==> config.mk <==
export PLATFORM = sky130hd
export DESIGN_NAME = xfer_event_counter
export DESIGN_NICKNAME = d
export VERILOG_FILES = /design/src/xfer_event_pkg.sv /design/src/xfer_event_counter.sv
export SDC_FILE = /design/constraint.sdc
export NUM_CORES = 1
export LEC_CHECK = 0
export BUFFER_PORTS_ARGS = -buffer_cell sky130_fd_sc_hd__buf_2
export CAP_MARGIN = 10
export CORE_MARGIN = 1.5
export CORE_UTILIZATION = 31
export CTS_CLUSTER_DIAMETER = 50
export DETAILED_ROUTE_END_ITERATION = 10
export GPL_TIMING_DRIVEN = 0
export SLEW_MARGIN = 10
export SYNTH_ARGS = -nofsm -noshare
export SYNTH_HDL_FRONTEND = slang
export SYNTH_SLANG_ARGS = --single-unit
export TNS_END_PERCENT = 1
==> constraint.sdc <==
create_clock -name mclk -period 3.94 [get_ports mclk]
set_clock_uncertainty 0.15 [all_clocks]
set_input_delay 0.788 -clock mclk [delete_from_list [all_inputs] [get_ports mclk]]
set_output_delay 0.788 -clock mclk [all_outputs]
set_load 0.01 [all_outputs]
==> src/xfer_event_pkg.sv <==
// Package: constants, register map and carrier types of the event-count transfer front end
package xfer_event_pkg;

  // Register offsets on the plain register port
  localparam logic [3:0] OFS_EVENT_CTRL     = 4'h0;
  localparam logic [3:0] OFS_COUNTER_CTRL   = 4'h1;
  localparam logic [3:0] OFS_PENDING        = 4'h2;
  localparam logic [3:0] OFS_ENABLE_C       = 4'h3;
  localparam logic [3:0] OFS_SOFT_VECTOR    = 4'h4;
  localparam logic [3:0] OFS_PORT_DIR       = 4'h5;
  localparam logic [3:0] OFS_STATUS         = 4'h6;
  localparam logic [3:0] OFS_DONE_COUNT     = 4'h7;

  // Field positions
  localparam int EVENT_ENABLE_BIT    = 7;
  localparam int EDGE_SELECT_BIT     = 7;
  localparam int EVENT_ACT_EN_BIT    = 4;
  localparam int SOFT_START_BIT      = 7;

  // Reset values
  localparam logic [7:0] RST_EVENT_CTRL   = 8'h00;
  localparam logic [7:0] RST_COUNTER_CTRL = 8'h00;
  localparam logic [7:0] RST_ENABLE_C     = 8'h00;
  localparam logic [7:0] RST_SOFT_VECTOR  = 8'h00;
  localparam logic [7:0] RST_PORT_DIR     = 8'h00;

  // Vector table layout
  localparam logic [15:0] VECTOR_BASE       = 16'h0400;
  localparam logic [6:0]  EVENT_VECTOR_NUM  = 7'h1D;
  localparam logic [23:0] INFO_PAGE         = 24'hFF0000;
  localparam logic [4:0]  SLOT_MASK_CLEAR   = 5'h00;

  // Number of register-information words read per job
  localparam logic [2:0] INFO_WORDS         = 3'h6;

  typedef enum logic [3:0] {
    ST_IDLE       = 4'b0000,
    ST_VEC_READ   = 4'b0001,
    ST_INFO_READ  = 4'b0010,
    ST_DATA_READ  = 4'b0011,
    ST_DATA_WRITE = 4'b0100,
    ST_INFO_WRITE = 4'b0101,
    ST_FINISH     = 4'b0110
  } xfer_state_t;

  // Register port from the processor
  typedef struct packed {
    logic [3:0] addr;
    logic [7:0] wdata;
    logic       wr;
    logic       rd;
  } reg_req_t;

  // RAM request towards on-chip RAM (word access, data taken in the cycle the request stands)
  typedef struct packed {
    logic [23:0] addr;
    logic [15:0] wdata;
    logic        rd;
    logic        wr;
  } ram_req_t;

endpackage

==> src/xfer_event_counter.sv <==
// Activation front end and event-count transfer sequencer
`timescale 1ns/1ns

// Overview of operation
// RULE_01: Software programs mode A fixed/fixed, repeat mode, destination repeat, word size.
// RULE_02: Software sets bit 4 of enable register C to allow event activation.
// RULE_03: Source and destination hold one RAM address with low five bits zero.
// RULE_04: Enabled pin seeing selected edge sets its pending flag; code derived.
// RULE_05: Event request is high while any pending flag is set.
// RULE_06: Event request starts read, increment, write back at the same address.
// RULE_07: Low five address bits become twice the serviced flag index.
// RULE_08: Completed increment clears the serviced pending flag.
// RULE_09: Lowest-numbered pending pin is serviced first.
// RULE_10: Edges on a pin already pending are lost, not queued.
// RULE_11: Count wraps to zero on overflow with no interrupt.
// RULE_12: Controller starts on a selected request or a software vector write.
// RULE_13: End of transfer clears the activating flag or its enable bit.
// RULE_14: Routed requests ignore processor mask level and interrupt priorities.
// RULE_15: Software activation first, then sources by ascending vector number.
// RULE_16: Register information sits in on-chip RAM window at four-byte multiples.
// RULE_17: Information order: mode A, source, mode B, destination, count A, count B.
// RULE_18: Chained sets lie back to back; vector holds first start address.
// RULE_19: Fetch start address from vector entry, then read register information.
// RULE_20: Software vector address is base plus twice the seven-bit vector number.
// RULE_21: Vector entries are two bytes holding the low start address half.
// RULE_22: Enable bits without an interrupt source are written as zero.
// RULE_23: Edge select clear counts rising edges, set counts falling edges.
// RULE_24: Channel field enables pins 0 to N; output-configured pins are ignored.
// RULE_25: Event counting works only while its enable bit is set.
// RULE_26: Only the highest-priority pending flag is coded; others wait.
module xfer_event_counter
  import xfer_event_pkg::*;
(
  // Clock and reset
  input  wire logic                  mclk,
  input  wire logic                  reset_n,
  // Register port
  input  wire xfer_event_pkg::reg_req_t reg_req,
  output logic [7:0]                 reg_rdata,
  // Event pins
  input  wire logic [7:0]            event_pin,
  // On-chip RAM
  output xfer_event_pkg::ram_req_t   ram_req,
  input  wire logic [15:0]           ram_rdata,
  // Event interrupt request and controller status
  output logic                       event_irq,
  output logic                       busy
);
  import xfer_event_pkg::*;

  ////////////////////////////////////////////////////////////////////////////
  // State

  typedef struct packed {
    logic [7:0]  event_ctrl;
    logic [7:0]  counter_ctrl;
    logic [7:0]  enable_c;
    logic [7:0]  soft_vector;
    logic [7:0]  port_dir;
    logic [7:0]  pin_prev;
    logic [7:0]  pending;
    logic [7:0]  done_count;
    xfer_state_t state;
    logic        soft_job;
    logic [2:0]  slot;
    logic [2:0]  info_idx;
    logic [23:0] info_base;
    logic [23:0] data_addr;
    logic [15:0] data_word;
    logic [7:0]  rdata;
    ram_req_t    ram;
    logic        irq;
    logic        busy;
  } state_t;

  state_t cur;
  state_t nxt;

  logic [7:0] pin_enable;
  logic [7:0] edge_seen;
  logic [2:0] first_slot;
  logic       any_pending;
  logic       event_req;
  logic       soft_req;
  logic [7:0] clear_mask;

  ////////////////////////////////////////////////////////////////////////////
  // Combinational next state

  always_comb
  begin
    nxt         = cur;
    nxt.ram.rd  = 1'b0;
    nxt.ram.wr  = 1'b0;
    nxt.rdata   = 8'h00;
    clear_mask  = 8'h00;

    ////////////////////////////////////////////////////////////////////////
    // Pin front end

    // Channel field enables pins 0..N, output pins masked [RULE_24]
    for (int i = 0; i < 8; i++)
    begin
      pin_enable[i] = (3'(i) <= cur.counter_ctrl[2:0]) && !cur.port_dir[i];
    end

    // Edge polarity from edge select [RULE_23]
    if (cur.counter_ctrl[EDGE_SELECT_BIT])
    begin
      edge_seen = cur.pin_prev & ~event_pin;
    end
    else
    begin
      edge_seen = ~cur.pin_prev & event_pin;
    end

    // Fixed order, pin 0 wins; only this slot is coded [RULE_09] [RULE_26]
    first_slot = 3'h0;
    for (int i = 7; i >= 0; i--)
    begin
      if (cur.pending[i])
      begin
        first_slot = 3'(i);
      end
    end

    any_pending = |cur.pending;
    nxt.irq     = any_pending;                                           // [RULE_05]
    nxt.pin_prev = event_pin;

    // Mask level plays no part; only the enable bit routes it [RULE_14]
    event_req = any_pending && cur.enable_c[EVENT_ACT_EN_BIT];
    soft_req  = cur.soft_vector[SOFT_START_BIT];

    ////////////////////////////////////////////////////////////////////////
    // Register port

    // Register write
    if (reg_req.wr)
    begin
      unique case (reg_req.addr)
        OFS_EVENT_CTRL:
        begin
          // Only the counting enable is writable
          nxt.event_ctrl = reg_req.wdata & 8'h80;
        end
        OFS_COUNTER_CTRL:
        begin
          // Bits 6:4 read as zero; bit 3 keeps what was written
          nxt.counter_ctrl = reg_req.wdata & 8'h8F;
        end
        OFS_ENABLE_C:
        begin
          nxt.enable_c = reg_req.wdata;
        end
        OFS_SOFT_VECTOR:                                                  // [RULE_12]
        begin
          // A pending start locks the vector until its job has ended
          if (!cur.soft_vector[SOFT_START_BIT])
          begin
            nxt.soft_vector = reg_req.wdata;
          end
        end
        OFS_PORT_DIR:
        begin
          nxt.port_dir = reg_req.wdata;
        end
        default:
        begin
          // Read-only and unmapped offsets drop the write
        end
      endcase
    end

    // Register read, data in the following cycle
    if (reg_req.rd)
    begin
      unique case (reg_req.addr)
        OFS_EVENT_CTRL:
        begin
          nxt.rdata = cur.event_ctrl;
        end
        OFS_COUNTER_CTRL:
        begin
          nxt.rdata = cur.counter_ctrl;
        end
        OFS_PENDING:
        begin
          // Live flags show events that are still waiting to be counted
          nxt.rdata = cur.pending;
        end
        OFS_ENABLE_C:
        begin
          nxt.rdata = cur.enable_c;
        end
        OFS_SOFT_VECTOR:
        begin
          nxt.rdata = cur.soft_vector;
        end
        OFS_PORT_DIR:
        begin
          nxt.rdata = cur.port_dir;
        end
        OFS_STATUS:
        begin
          // State code lets software see a job in flight
          nxt.rdata = {4'h0, cur.state};
        end
        OFS_DONE_COUNT:
        begin
          nxt.rdata = cur.done_count;
        end
        default:
        begin
          nxt.rdata = 8'h00;
        end
      endcase
    end

    ////////////////////////////////////////////////////////////////////////
    // Transfer sequencer

    unique case (cur.state)
      ST_IDLE:
      begin
        // Software first, then ascending vector number [RULE_15]
        if (soft_req || event_req)
        begin
          nxt.soft_job = soft_req;
          nxt.slot     = first_slot;
          nxt.state    = ST_VEC_READ;
          nxt.ram.rd   = 1'b1;
          // Vector address = base + 2 * number [RULE_19] [RULE_20]
          if (soft_req)
          begin
            nxt.ram.addr = {8'h00, VECTOR_BASE + {8'h00, cur.soft_vector[6:0], 1'b0}};
          end
          else
          begin
            // The event request owns one fixed vector entry
            nxt.ram.addr = {8'h00, VECTOR_BASE + {8'h00, EVENT_VECTOR_NUM, 1'b0}};
          end
        end
      end
      ST_VEC_READ:
      begin
        // Entry holds low 16 bits of the start address [RULE_21]
        nxt.info_base = {INFO_PAGE[23:16], ram_rdata};
        nxt.info_idx  = 3'h0;
        nxt.ram.rd    = 1'b1;
        nxt.ram.addr  = {INFO_PAGE[23:16], ram_rdata};
        nxt.state     = ST_INFO_READ;
      end
      ST_INFO_READ:
      begin
        // Words: mode A/src hi, src lo, mode B/dst hi, dst lo, count A, count B [RULE_17]
        if (cur.info_idx == 3'h1)
        begin
          // Source word: slot replaces low five bits [RULE_07] [RULE_03]
          nxt.data_addr = {cur.data_addr[23:16], ram_rdata[15:5], 1'b0, cur.slot, 1'b0};
        end
        else if (cur.info_idx == 3'h0)
        begin
          // Low byte of the first word carries source bits 23:16
          nxt.data_addr[23:16] = ram_rdata[7:0];
        end
        if (cur.info_idx == INFO_WORDS - 3'h1)
        begin
          nxt.ram.rd   = 1'b1;
          nxt.ram.addr = nxt.data_addr;
          nxt.state    = ST_DATA_READ;
        end
        else
        begin
          nxt.info_idx = cur.info_idx + 3'h1;
          nxt.ram.rd   = 1'b1;
          nxt.ram.addr = cur.info_base + {20'h0, cur.info_idx + 3'h1, 1'b0};
        end
      end
      ST_DATA_READ:
      begin
        // Increment wraps to zero, no overflow signal [RULE_06] [RULE_11]
        nxt.data_word = ram_rdata + 16'h0001;
        nxt.state     = ST_DATA_WRITE;
      end
      ST_DATA_WRITE:
      begin
        // Write back to the same address [RULE_06]
        nxt.ram.wr    = 1'b1;
        nxt.ram.addr  = cur.data_addr;
        nxt.ram.wdata = cur.data_word;
        nxt.state     = ST_INFO_WRITE;
      end
      ST_INFO_WRITE:
      begin
        // Repeat mode leaves the information unchanged, so no write back is needed
        nxt.state = ST_FINISH;
      end
      ST_FINISH:
      begin
        nxt.done_count = cur.done_count + 8'h01;
        // Clear the activating flag or the start bit [RULE_13]
        if (cur.soft_job)
        begin
          nxt.soft_vector[SOFT_START_BIT] = 1'b0;
        end
        else
        begin
          clear_mask[cur.slot] = 1'b1;                                    // [RULE_08]
        end
        nxt.state = ST_IDLE;
      end
      default: nxt.state = ST_IDLE;
    endcase

    ////////////////////////////////////////////////////////////////////////
    // Pending flags and status

    // Flags: clear wins over a same-cycle edge; pending pins drop further edges [RULE_04] [RULE_10]
    if (cur.event_ctrl[EVENT_ENABLE_BIT])                                 // [RULE_25]
    begin
      nxt.pending = (cur.pending & ~clear_mask) | (edge_seen & pin_enable & ~cur.pending);
    end
    else
    begin
      // Turning counting off drops every event not yet counted
      nxt.pending = 8'h00;
    end

    // Busy has its own flop so the output carries no decode glitches
    nxt.busy = (nxt.state != ST_IDLE);
  end

  ////////////////////////////////////////////////////////////////////////////
  // State register

  always_ff @(posedge mclk)
  begin
    if (!reset_n)
    begin
      cur              <= '0;
      cur.event_ctrl   <= RST_EVENT_CTRL;
      cur.counter_ctrl <= RST_COUNTER_CTRL;
      cur.enable_c     <= RST_ENABLE_C;
      cur.soft_vector  <= RST_SOFT_VECTOR;
      cur.port_dir     <= RST_PORT_DIR;
      cur.state        <= ST_IDLE;
    end
    else
    begin
      cur <= nxt;
    end
  end

  assign reg_rdata = cur.rdata;
  assign ram_req   = cur.ram;
  assign event_irq = cur.irq;
  assign busy      = cur.busy;

endmodule

==> impl_results.md <==
* Dpl hpwl at 18.3 mm
* Post-synth top cells: dfxtp_1 (174), nand2_1 (140), a21oi_1 (133), nor2_1 (111), buf_4 (52)
* Root buffer cell: clkbuf_16
* Critical path startpoint category: flop
* Gpl congestion at 0.912
* EDFF count, synth at 0
* First-pass GRT wire length at 38.9 mm
* Clk sinks at 174
* Wire per inst at 17.1 um
* Post_cts resized at 0
* Cts hold-fix bufs at 0
* Share of layout cells above drive strength 1 at 0.178
* Io pins at 92
* CP Data Required Time at 4.09 ns
* WS Path Type: reg -> reg
* Dpl ws at 0.861 ns
* TritonCTS buffer count at 17
* Sequential area share after synthesis at 0.420
* Leakage dissipation at 3.67 nW
* Vias at 7461
* Vias in the first global route at 7089
* Critical path capture point type: flop
* Final instance area at 9690 um2
* Final period util at 0.788
* Mux contribution to synthesized area at 0.0666
* Max-slew headroom at 0.315
* Post-synth net total at 1049
* Setup bufs post-CTS at 0
* WP data arrival at 3.26 ns
* Simple-gate share of the synthesized area at 0.211
* Synth warnings at 0
* Core area at 26100 um2
* Die W at 167 um
* Compound-Gate Fraction of Synth Area at 0.168
* Hold Vio Cnt, Final at 0
* Drt drc at 0
* TritonRoute pass-1 iters at 8
* Initial core utilization at 0.317
* Fin cells at 1449
* Hold slack at 0.302 ns
* Synth cell types at 69
* Clock Path Buffers at 2
* Top cell type by total area after synthesis: dfxtp_1
* Grt ovf at 0
* Ys flop type: dfxtp_1
* Largest family of logic cells by synthesized area: simple AND/OR/NAND/NOR gates
* Top-count cell post-synth: dfxtp_1
* Worst hold path class: reg -> reg
* Final min period at 3.10 ns
* Worst-path clk slew at 0.07 ns
* Die height at 167 um
* Ratio of routed vias to standard cells at 5.15
* H-tree depth at 4
* Peak VDD IR at 0.000297 V
* Setup slack after layout at 0.835 ns
* F_max at 322 MHz
* Post-Syn Area at 8290 um2
* Maxcap violations at 0
* Placed Cells incl. Taps at 1419
* Fin nets at 1152
* Outcome: finished clean
* Power per standard cell area at 370 nW/um2
* Initial antenna violation count at 0
* Post-Syn Area per Cell at 8.29 um2
* # port buffers at 84
* RSZ-0062 raised after global routing: false
* Final setup fails at 0
* Slew @ Worst Pin at 1.02 ns
* Max-slew violation count at 0
* Post-synth top area share at 0.420
* DP Area at 9130 um2
* Die area at 27700 um2
* Synth Area in Adders at 0.0145
* Largest net degree at the start of global routing at 17
* Final wirelength at 24.8 mm
* CTS tree: yes
* Setup TNS at 0 ns
* Antenna Cells at 0
* Floorplan row count at 59
* Yosys reg bits at 174
* Fillers at 2760
* Detail Route Antenna Nets at 0
* Maximum fanout along the worst path at 7
* Synth async-reset ratio at 0
* Initial DRC count at 570
* Skew-Pair Late Insertion Delay at 0.44 ns
* Gate Count Post-Synth at 1000
* All-Layer GR Usage at 0.179
* Post-Synth XOR/XNOR Area at 0.0338
* Synth area leaders: dfxtp_1 (42%), a21oi_1 (8.0%), nand2_1 (6.3%), nor2_1 (5.0%), buf_4 (4.7%)
* Layout overhead on the synthesized area at 16.8%
## metrics by stage
| stage | util | power (W) |
|---|---|---|
| floorplan | - | 0.00190 |
| global placement | 0.349 | 0.00199 |
| detailed placement | 0.349 | 0.00199 |
| CTS | 0.371 | 0.00361 |
| finish | 0.371 | 0.00359 |
| global route | 0.371 | 0.00370 |
## final cells by class
| class | count | area (um2) | share of cell area |
|---|---|---|---|
| flip-flops and latches | 174 | 3480 | 0.360 |
| inverters | 16 | 60.1 | 0.00620 |
| clock inverters | 13 | 131 | 0.0136 |
| well taps | 335 | 419 | 0.0433 |
| plain buffers | 115 | 648 | 0.0669 |
| repair buffers | 84 | 420 | 0.0434 |
| clock buffers | 17 | 425 | 0.0439 |
| multi-input cells | 695 | 4100 | 0.423 |
## worst max-delay path, cell delays in order, from the launching register on
cell and delay, ns:
dfxtp_1 0.40, inv_1 0.08, ha_1 0.34, inv_1 0.07, fa_1 0.43, nor2b_1 0.28, o211ai_1 0.29, nor3_1 0.64
or3_1 0.21, a21oi_1 0.06
## cell usage in the layout, fill, tap and decap left out, types with 7 or more instances in the layout
cell type and count:
buf_4 52, nor3_1 9, mux2_2 7, o21ai_0 26, buf_2 95, dfxtp_1 174
nand4_1 9, mux2i_1 36, xor2_1 14, clkbuf_1 48, xnor2_1 18, inv_1 15
nor2_1 111, clkbuf_16 17, nand2_1 140, and2_1 10, a21oi_1 133, a222oi_1 12
nand3_1 31, or3_1 9, nor2b_1 9, nand2b_1 8, ha_1 8, a211oi_1 10
## routing by layer
metal	GRT usage	wire length (um)	vias up
met3	0.0271	1440	40
li1	-	-	3644
met2	0.293	11600	275
met1	0.236	11200	3502
met4	0.0708	578	0
met5	0	0	-
## power by group
group	switching [W]	total (W)	internal, W
registers	0.00000749	0.00178	0.00177
clock network	0.000758	0.00164	0.000879
logic	0.000122	0.000174	0.0000522
## cell families after synthesis
kind of cell | Yosys count
AND/OR/NAND/NOR | 376
AO/OA/AOI/OAI | 229
flip-flops | 174
buffers and inverters | 131
multiplexers | 48
XOR/XNOR | 32
adder cells (fa/ha/maj) | 9
other | 1
## registers in the layout, indices dropped and copies added (netlist names)
signal     flops
busy           1
cur          122
event_irq      1
ram_req       42
reg_rdata      8
## path summary, 6_finish.rpt
check                 from           to  slack (ns)  depth (start not counted)
setup / recovery  cur[116]  ram_req[37]        0.84                          9
hold / removal     cur[59]   ram_req[9]        0.30                          2
setup reg to reg  cur[116]  ram_req[37]        0.84                          9
hold reg to reg    cur[59]   ram_req[9]        0.30                          2
(Power assumes the default switching activity.)
